### config.mk
export PLATFORM = sky130hd
export DESIGN_NAME = debug_port_ctrl_link_regs
export DESIGN_NICKNAME = d
export VERILOG_FILES = /design/src/verilog/debug_port_pkg.sv /design/src/verilog/debug_port_ctrl_link_regs.sv
export SDC_FILE = /design/constraint.sdc
export NUM_CORES = 1
export LEC_CHECK = 0
export BUFFER_PORTS_ARGS = -buffer_cell sky130_fd_sc_hd__buf_2
export CAP_MARGIN = 5
export CORE_ASPECT_RATIO = 0.7
export CORE_MARGIN = 4
export CORE_UTILIZATION = 51
export DETAILED_ROUTE_END_ITERATION = 12
export PLACE_DENSITY = 0.92
export SETUP_SLACK_MARGIN = 0.2
export SYNTH_ARGS = -nofsm -noshare
export SYNTH_HDL_FRONTEND = slang
export SYNTH_HIERARCHICAL = 1
export SYNTH_SLANG_ARGS = --single-unit
export TNS_END_PERCENT = 1
### constraint.sdc
create_clock -name clk -period 2 [get_ports clk]
set_input_delay 0.4 -clock clk [delete_from_list [all_inputs] [get_ports clk]]
set_output_delay 0.4 -clock clk [all_outputs]
set_load 0.05 [all_outputs]
### src/verilog/debug_port_pkg.sv
// Purpose: shared constants and types for the debug port register bank
// Assumes: link word accesses, 4-bit port offsets with low two bits zero
// Notes: abort bit positions and identity values are local choices
package debug_port_pkg;

  // ****************************************************************
  // port offsets and bank select values
  // ****************************************************************
  localparam logic [3:0] OFS_PORT_IDENTITY = 4'h0;
  localparam logic [3:0] OFS_BANKED = 4'h4;
  localparam logic [3:0] BANK_CONTROL_STATUS = 4'h0;
  localparam logic [3:0] BANK_LINK_CONTROL = 4'h1;
  localparam logic [3:0] BANK_LINK_PROTOCOL_IDENTITY = 4'h3;

  // ****************************************************************
  // control/status field positions
  // ****************************************************************
  localparam int CS_ERR_BIT = 5;
  localparam int CS_CMP_BIT = 4;
  localparam int CS_MODE_HI = 3;
  localparam int CS_MODE_LO = 2;
  localparam int CS_ORUN_BIT = 1;
  localparam int CS_ORUN_EN_BIT = 0;

  // transfer mode encodings
  localparam logic [1:0] MODE_NORMAL = 2'h0;
  localparam logic [1:0] MODE_PUSHED_VERIFY = 2'h1;
  localparam logic [1:0] MODE_PUSHED_COMPARE = 2'h2;
  localparam logic [1:0] MODE_RESET = 2'h0;

  // ****************************************************************
  // link control, identity and abort fields
  // ****************************************************************
  localparam int LC_TURN_HI = 9;
  localparam int LC_TURN_LO = 8;
  localparam logic [1:0] TURN_RESET = 2'h0;
  localparam int LPI_INST_HI = 31;
  localparam int LPI_INST_LO = 28;
  localparam int LPI_VER_HI = 3;
  localparam int LPI_VER_LO = 0;
  localparam int PID_ONE_BIT = 0;
  localparam int ABORT_ERR_CLR_BIT = 2;
  localparam int ABORT_CMP_CLR_BIT = 1;
  localparam int ABORT_ORUN_CLR_BIT = 4;
  localparam logic [31:0] WORD_ZERO = 32'h0000_0000;

  // ****************************************************************
  // types
  // ****************************************************************
  typedef struct packed {
    logic req;
    logic write;
    logic [3:0] addr;
    logic [31:0] wdata;
  } link_req_s;

  typedef struct packed {
    logic write;
    logic [31:0] data;
  } ap_txn_s;

  typedef enum logic [0:0] {st_idle, st_read_wait} push_state_e;

endpackage

### src/verilog/debug_port_ctrl_link_regs.sv
// Purpose: control/status, link control and identity registers of a debug port
// Assumes: link request fields stable around the rising link clock edge
// Notes: link inputs reach clk through two flops; edges found on clk
//
// Contract
// RQ1: serial wire: error flag read-only, cleared by abort error-clear bit, resets zero.
// RQ2: compare flag sets on compare mismatch or verify match; resets zero.
// RQ3: jtag: compare flag write-one-clear; abort error-clear also clears it.
// RQ4: serial wire: compare flag read-only, cleared by abort compare-clear bit.
// RQ5: mode field bits 3:2: normal, pushed-verify, pushed-compare, reserved.
// RQ6: pushed modes turn an access-port write into read plus compare.
// RQ7: minimal configuration: debugger writes only zero to mode and count fields.
// RQ8: with detection enabled, overrun sets the overrun flag; resets zero.
// RQ9: jtag: overrun flag write-one-clear; abort error-clear also clears it.
// RQ10: serial wire: overrun flag read-only, cleared by abort overrun-clear bit.
// RQ11: bit 0 enables overrun detection; resets zero.
// RQ12: control/status decoded at offset 0x4, bank 0x0.
// RQ13: jtag: link control register reserved, reads zero.
// RQ14: turnaround field bits 9:8 selects one to four data periods.
// RQ15: turnaround field resets to one period on power-up and line reset.
// RQ16: without variable turnaround, nonzero turnaround write is a protocol error.
// RQ17: link control decoded at offset 0x4, bank 0x1.
// RQ18: identity bits 31:28 hold the configured instance number.
// RQ19: identity bits 3:0 give protocol version; bits 27:4 read zero.
// RQ20: link protocol identity read-only at offset 0x4, bank 0x3.
// RQ21: port identity read-only 32 bits, bank select ignored.
// RQ22: port identity at offset 0x0, bit 0 reads one.
// RQ23: a set event in the clearing cycle keeps the flag set.
`timescale 1ns/1ps

module sync_two_flop #(
  parameter int WIDTH = 1
) (
  input wire logic clk,
  input wire logic reset_n,
  input wire logic [WIDTH-1:0] d,
  output logic [WIDTH-1:0] q
);
  logic [WIDTH-1:0] meta_r;

  always_ff @(posedge clk)
  begin
    if (!reset_n)
    begin
      meta_r <= '0;
      q <= '0;
    end
    else
    begin
      meta_r <= d;
      q <= meta_r;
    end
  end
endmodule // sync_two_flop

module debug_port_ctrl_link_regs
  import debug_port_pkg::*;
#(
  parameter bit SERIAL_WIRE_VARIANT = 1'b1,
  parameter bit VARIABLE_TURNAROUND = 1'b1,
  parameter logic [3:0] TARGET_INSTANCE = 4'h0,
  parameter logic [3:0] PROTOCOL_VERSION = 4'h1,
  // arbitrary neutral identity value
  parameter logic [31:0] PORT_IDENTITY_VALUE = 32'h1000_0001
) (
  input wire logic clk,
  input wire logic reset_n,
  input wire logic link_clk,
  input wire link_req_s link_in,
  output logic link_ack,
  output logic [31:0] link_rdata,
  input wire logic [3:0] bank_select,
  input wire logic line_reset,
  input wire logic ap_error,
  input wire logic overrun_event,
  input wire logic ap_txn_valid,
  input wire ap_txn_s ap_txn,
  output logic ap_issue_valid,
  output ap_txn_s ap_issue,
  input wire logic ap_rdata_valid,
  input wire logic [31:0] ap_rdata,
  output logic [1:0] turnaround_period,
  output logic protocol_error
);

  // ****************************************************************
  // link input crossing and edge detection
  // ****************************************************************
  localparam int LINK_W = $bits(link_req_s) + 1;
  logic [LINK_W-1:0] link_sync;
  logic link_clk_s;
  logic link_clk_d_r;
  link_req_s req_s;
  logic take;

  sync_two_flop #(.WIDTH(LINK_W)) u_link_sync (
    .clk(clk),
    .reset_n(reset_n),
    .d({link_clk, link_in}),
    .q(link_sync)
  );

  assign link_clk_s = link_sync[LINK_W-1];
  assign req_s = link_sync[LINK_W-2:0];

  always_ff @(posedge clk)
  begin
    if (!reset_n)
      link_clk_d_r <= 1'b0;
    else
      link_clk_d_r <= link_clk_s;
  end

  // request sampled at the rising link clock edge seen on clk
  assign take = link_clk_s && !link_clk_d_r && req_s.req;

  // ****************************************************************
  // decode
  // ****************************************************************
  logic sel_port_id;
  logic sel_cs;
  logic sel_lc;
  logic sel_lpi;
  logic wr_cs;
  logic wr_lc;
  logic wr_abort;

  always_comb
  begin
    sel_port_id = 1'b0;
    sel_cs = 1'b0;
    sel_lc = 1'b0;
    sel_lpi = 1'b0;
    if (req_s.addr == OFS_PORT_IDENTITY)
      sel_port_id = 1'b1; // [RQ21] [RQ22]
    else if (req_s.addr == OFS_BANKED && bank_select == BANK_CONTROL_STATUS)
      sel_cs = 1'b1; // [RQ12]
    else if (req_s.addr == OFS_BANKED && bank_select == BANK_LINK_CONTROL)
      sel_lc = 1'b1; // [RQ17]
    else if (req_s.addr == OFS_BANKED && bank_select == BANK_LINK_PROTOCOL_IDENTITY)
      sel_lpi = 1'b1; // [RQ20]
  end

  // a write at the identity offset lands in the abort register
  assign wr_abort = take && req_s.write && sel_port_id;
  assign wr_cs = take && req_s.write && sel_cs;
  assign wr_lc = take && req_s.write && sel_lc;

  // ****************************************************************
  // sticky flag clear terms
  // ****************************************************************
  logic clr_err;
  logic clr_cmp;
  logic clr_orun;
  logic cmp_event;

  always_comb
  begin
    if (SERIAL_WIRE_VARIANT)
    begin
      // control/status writes never touch the flags here
      clr_err = wr_abort && req_s.wdata[ABORT_ERR_CLR_BIT]; // [RQ1]
      clr_cmp = wr_abort && req_s.wdata[ABORT_CMP_CLR_BIT]; // [RQ4]
      clr_orun = wr_abort && req_s.wdata[ABORT_ORUN_CLR_BIT]; // [RQ10]
    end
    else
    begin
      clr_err = (wr_abort && req_s.wdata[ABORT_ERR_CLR_BIT])
        || (wr_cs && req_s.wdata[CS_ERR_BIT]);
      clr_cmp = (wr_abort && req_s.wdata[ABORT_ERR_CLR_BIT])
        || (wr_cs && req_s.wdata[CS_CMP_BIT]); // [RQ3]
      clr_orun = (wr_abort && req_s.wdata[ABORT_ERR_CLR_BIT])
        || (wr_cs && req_s.wdata[CS_ORUN_BIT]); // [RQ9]
    end
  end

  // ****************************************************************
  // control/status register
  // ****************************************************************
  logic sticky_error_flag_r;
  logic sticky_compare_flag_r;
  logic sticky_overrun_flag_r;
  logic [1:0] transfer_mode_select_r;
  logic overrun_detect_enable_r;

  // set beats clear in every flag below
  always_ff @(posedge clk)
  begin
    if (!reset_n)
      sticky_error_flag_r <= 1'b0; // [RQ1]
    else if (ap_error)
      sticky_error_flag_r <= 1'b1; // [RQ23]
    else if (clr_err)
      sticky_error_flag_r <= 1'b0;
  end

  always_ff @(posedge clk)
  begin
    if (!reset_n)
      sticky_compare_flag_r <= 1'b0;
    else if (cmp_event)
      sticky_compare_flag_r <= 1'b1; // [RQ2] [RQ23]
    else if (clr_cmp)
      sticky_compare_flag_r <= 1'b0;
  end

  always_ff @(posedge clk)
  begin
    if (!reset_n)
      sticky_overrun_flag_r <= 1'b0;
    else if (overrun_event && overrun_detect_enable_r)
      sticky_overrun_flag_r <= 1'b1; // [RQ8] [RQ23]
    else if (clr_orun)
      sticky_overrun_flag_r <= 1'b0;
  end

  // minimal-configuration software keeps these at zero; stored as written
  always_ff @(posedge clk)
  begin
    if (!reset_n)
    begin
      transfer_mode_select_r <= MODE_RESET;
      overrun_detect_enable_r <= 1'b0; // [RQ11]
    end
    else if (wr_cs)
    begin
      transfer_mode_select_r <= req_s.wdata[CS_MODE_HI:CS_MODE_LO]; // [RQ5] [RQ7]
      overrun_detect_enable_r <= req_s.wdata[CS_ORUN_EN_BIT]; // [RQ11]
    end
  end

  // ****************************************************************
  // link control register
  // ****************************************************************
  logic [1:0] turn_r;
  logic proto_err_r;
  logic [1:0] turn_wr;

  assign turn_wr = req_s.wdata[LC_TURN_HI:LC_TURN_LO];

  always_ff @(posedge clk)
  begin
    if (!reset_n || line_reset)
      turn_r <= TURN_RESET; // [RQ15]
    else if (wr_lc && SERIAL_WIRE_VARIANT && VARIABLE_TURNAROUND)
      turn_r <= turn_wr; // [RQ14]
  end

  always_ff @(posedge clk)
  begin
    if (!reset_n)
      proto_err_r <= 1'b0;
    else
      proto_err_r <= wr_lc && SERIAL_WIRE_VARIANT && !VARIABLE_TURNAROUND
        && (turn_wr != TURN_RESET); // [RQ16]
  end

  assign turnaround_period = turn_r;
  assign protocol_error = proto_err_r;

  // ****************************************************************
  // read path
  // ****************************************************************
  logic [31:0] rd_word;
  logic [31:0] link_rdata_r;
  logic link_ack_r;

  always_comb
  begin
    rd_word = WORD_ZERO;
    if (sel_port_id)
    begin
      rd_word = PORT_IDENTITY_VALUE; // [RQ21]
      rd_word[PID_ONE_BIT] = 1'b1; // [RQ22]
    end
    else if (sel_cs)
    begin
      rd_word[CS_ERR_BIT] = sticky_error_flag_r;
      rd_word[CS_CMP_BIT] = sticky_compare_flag_r;
      rd_word[CS_MODE_HI:CS_MODE_LO] = transfer_mode_select_r;
      rd_word[CS_ORUN_BIT] = sticky_overrun_flag_r;
      rd_word[CS_ORUN_EN_BIT] = overrun_detect_enable_r;
    end
    else if (sel_lc)
    begin
      if (SERIAL_WIRE_VARIANT)
        rd_word[LC_TURN_HI:LC_TURN_LO] = turn_r;
      else
        rd_word = WORD_ZERO; // [RQ13]
    end
    else if (sel_lpi)
    begin
      rd_word[LPI_INST_HI:LPI_INST_LO] = TARGET_INSTANCE; // [RQ18]
      rd_word[LPI_VER_HI:LPI_VER_LO] = PROTOCOL_VERSION; // [RQ19]
    end
  end

  always_ff @(posedge clk)
  begin
    if (!reset_n)
    begin
      link_rdata_r <= WORD_ZERO;
      link_ack_r <= 1'b0;
    end
    else
    begin
      link_ack_r <= take;
      if (take && !req_s.write)
        link_rdata_r <= rd_word;
    end
  end

  assign link_ack = link_ack_r;
  assign link_rdata = link_rdata_r;

  // ****************************************************************
  // access-port pass-through and pushed operations
  // ****************************************************************
  push_state_e state_r;
  logic [31:0] push_data_r;
  logic push_verify_r;
  logic issue_valid_r;
  ap_txn_s issue_r;
  logic pushed;
  logic words_match;

  assign pushed = (transfer_mode_select_r == MODE_PUSHED_VERIFY)
    || (transfer_mode_select_r == MODE_PUSHED_COMPARE);
  assign words_match = (ap_rdata == push_data_r);
  // reserved mode behaves as normal pass-through
  assign cmp_event = (state_r == st_read_wait) && ap_rdata_valid
    && (push_verify_r ? words_match : !words_match); // [RQ2]

  always_ff @(posedge clk)
  begin
    if (!reset_n)
    begin
      state_r <= st_idle;
      push_data_r <= WORD_ZERO;
      push_verify_r <= 1'b0;
      issue_valid_r <= 1'b0;
      issue_r <= '0;
    end
    else
    begin
      issue_valid_r <= 1'b0;
      case (state_r)
        st_idle:
        begin
          if (ap_txn_valid && ap_txn.write && pushed)
          begin
            // write becomes a read; the data is kept for the compare
            issue_valid_r <= 1'b1; // [RQ6]
            issue_r.write <= 1'b0;
            issue_r.data <= WORD_ZERO;
            push_data_r <= ap_txn.data;
            push_verify_r <= (transfer_mode_select_r == MODE_PUSHED_VERIFY);
            state_r <= st_read_wait;
          end
          else if (ap_txn_valid)
          begin
            issue_valid_r <= 1'b1;
            issue_r <= ap_txn;
          end
        end
        st_read_wait:
        begin
          // new transactions during the wait are dropped
          if (ap_rdata_valid)
            state_r <= st_idle; // [RQ6]
        end
        default:
          state_r <= st_idle;
      endcase
    end
  end

  assign ap_issue_valid = issue_valid_r;
  assign ap_issue = issue_r;

endmodule // debug_port_ctrl_link_regs

==> metrics.md <==
| Metric | Value |
|---|---|
| P_sw | 0.001476 W |
| Largest net degree at the start of global routing | 69 |
| Highest clock rate | 534.1 MHz |
| Slowest CP cell | dfxtp_1 |
| Hold Fails Final Rpt | 0 |
| Final setup viols | 0 |
| Drt pass-1 iters | 5 |
| Worst-path cell chain | inv_1, ha_1, nor2b_2, and2_1, buf_4, nand2_1, a21oi_1 |
| Final Cycle Share | 93.62% |
| Clock tree root buffer cell | clkbuf_16 |
| Switching share of total power | 24.65% |
| # Post-CTS Setup Buffers | 0 |
| TritonCTS clock tree | done |
| Peak VDD IR | 0.6776 mV |
| Avg Inst Size Synth | 9.051 sq um |
| Via count | 3837 |
| Clock Skew | 0.007921 ns |
| Cts bufs inserted | 17 |
| ANT nets after route | 0 |
| Proportion of layout cells with a drive suffix above 1 | 28.66% |
| Max Buffers Root-to-Sink | 2 |
| Place WS | -0.2718 ns |
| Pint | 0.004511 W |
| Pins Over Slew Limit | 0 |
| Relative slew margins | 53.10% |
| Cell Pwr Density | 1061 nW/um^2 |
| CP endpoint kind | register |
| Die Y | 85.46 microns |
| DIE AREA | 10140 sq um |
| PnR worst setup slack | 0.1276 ns |
| Hold Path Class | in2reg |
| Via density | 5.263 |
| CP Launch Type | register |
| Final min period | 1.872 ns |
| Setup tns final | 0 ns |
| Busiest grt layer | met2 |
| Post-DP Area | 5019 sq um |
| Global route total overflow | 0 |
| Fin nets | 731 |
| MaxCap Viol Count | 0 |
| M3 GR Usage | 5.996% |
| DRC errors left | 0 |
| Reg power frac | 39.9% |
| Iteration-0 DRC Markers | 365 |
| Syn. warnings | 6 |
| Area grow syn2layout | 29.02% |
| Required time of the critical path | 2.32 ns |
| I/O Buffers | 135 |
| Netlist Area Pre-Place | 4372 sq um |
| M2 GR Usage | 35.72% |
| DP HPWL | 8.113 mm |
| Clock Power Share | 50.7% |
| Worst Tran Pin Value | 0.6971 ns |
| Met1 Use GR | 27.98% |
| Arrival time at the worst endpoint | 2.19 ns |
| Number of global-route vias before repair | 3684 |
| Critical-path maximum fanout | 18 |
| Final wirelength | 11.39 mm |
| WS Path Type | reg2reg |
| RSZ-0062 raised after global routing | yes |
| # rows | 27 |
| Ant. Diodes | 0 |
| First-pass GRT wire length | 17.70 mm |
| Core Footprint | 8108 sq um |
| Clock sinks | 115 |
| Die X | 118.7 microns |
| Reg clk slew, reported paths | 0.05 ns |
| Cts hold-fix bufs | 0 |
| H-tree depth | 4 |
| Initial Util | 53.92% |
| Worst-Skew Late Latency | 0.40 ns |
| Gr usage total | 21.79% |
| Crit path largest cell delay | 0.36 ns |
| Outcome | finished clean |
| Leakage Power | 2.573 nW |
| Avg WL per Cell | 15.63 microns |
| Post-Layout Inst Area | 5640 sq um |
| Initial antenna violation count | 0 |
| Placed Cells incl. Taps | 696 |
| Cell count after synthesis | 483 |
| I/O Pins | 185 |
| Fin cells | 729 |
| Combinational Power Share | 9.4% |
| Placer congestion estimate | 0.8535 |
[path summary, 6_finish.rpt]
kind / start / endpoint / slack, ns / cells past startpoint
max: transfer_mode_select_r[1] / push_data_r[15] / 0.13 / 7
min reg2reg: u_link_sync/meta_r[38] / u_link_sync/q[38] / 0.43 / 1
min: link_clk / u_link_sync/meta_r[38] / 0.21 / 2
max reg2reg: transfer_mode_select_r[1] / push_data_r[15] / 0.13 / 7
[metrics by stage]
step,utilization [%],total power (W),hold WS [ns]
3_5_place_dp,61.90,0.002988,0.4195
5_1_grt,69.57,0.006188,0.1988
2_1_floorplan,-,0.002843,0.4057
6_report,69.57,0.005987,0.2052
3_3_place_gp,61.90,0.002972,0.4114
4_1_cts,69.40,0.006006,0.1970
[per-layer routing]
| layer | vias to the layer above | part of all wire (%) |
|---|---|---|
| met5 | - | 0 |
| met1 | 1789 | 42 |
| li1 | 1823 | - |
| met2 | 207 | 47 |
| met4 | 0 | 1.6 |
| met3 | 18 | 9.0 |
[worst max-delay path, delay by kind of cell (launching register included)]
family                     cells  cell delay, ns
and+or+nand+nor                3            0.66
DFF                            1            0.36
adders and majority gates      1            0.32
buffers and inverters          2            0.30
AOI/OAI and AO/OA              1            0.16
[state kept, by name, summed over array words and instances, names as in the netlist]
signal,cells
ap_issue,33
ap_issue_valid,1
link_ack,1
link_clk_d_r,1
link_rdata,9
overrun_detect_enable_r,1
push_data_r,32
push_verify_r,1
state_r,1
sticky_compare_flag_r,1
sticky_error_flag_r,1
sticky_overrun_flag_r,1
transfer_mode_select_r,2
turnaround_period,2
u_link_sync/meta_r,14
u_link_sync/q,14
[placed cells by master, fill, tap and decap left out, types with 2 or more instances in the layout]
cell type	n
clkinv_2	2
a22oi_1	38
mux2i_1	5
bufinv_16	3
nand2b_1	4
nor3b_1	2
nor2_4	2
nor4_1	10
nor2_1	47
a21oi_1	40
buf_2	135
conb_1	24
nand2_1	80
and2_1	31
clkbuf_16	17
nand3_1	7
buf_4	7
dfxtp_1	115
nor2b_1	2
xor2_1	32
clkinvlp_4	4
clkbuf_1	2
clkinv_4	2
[layout make-up]
cell class,instances,area (sq um)
Timing Repair Buffer,143,748.2
Sequential cell,115,2302
Tap cell,101,126.4
Fill cell,616,2467
Clock buffer,20,446.7
Inverter,2,7.507
Clock inverter,12,156.4
Multi-Input combinational cell,336,1853
[power by group through the flow]
stage / Combinational, W / Sequential, W / Clock [W]
after floorplan: 0.000280 / 0.00256 / 0
after global placement: 0.000541 / 0.00243 / 0
after global routing: 0.000598 / 0.00239 / 0.00320
after CTS: 0.000558 / 0.00239 / 0.00306
after detailed placement: 0.000553 / 0.00243 / 0
final: 0.000564 / 0.00239 / 0.00303
[timing repair]
| action | CTS | global route |
|---|---|---|
| setup endpoints to repair | 32 | 65 |
| cloned | 0 | 1 |
| pin swaps | 0 | 1 |
| resized for setup | 1 | 2 |
Power figures use the tool's default switching activity.
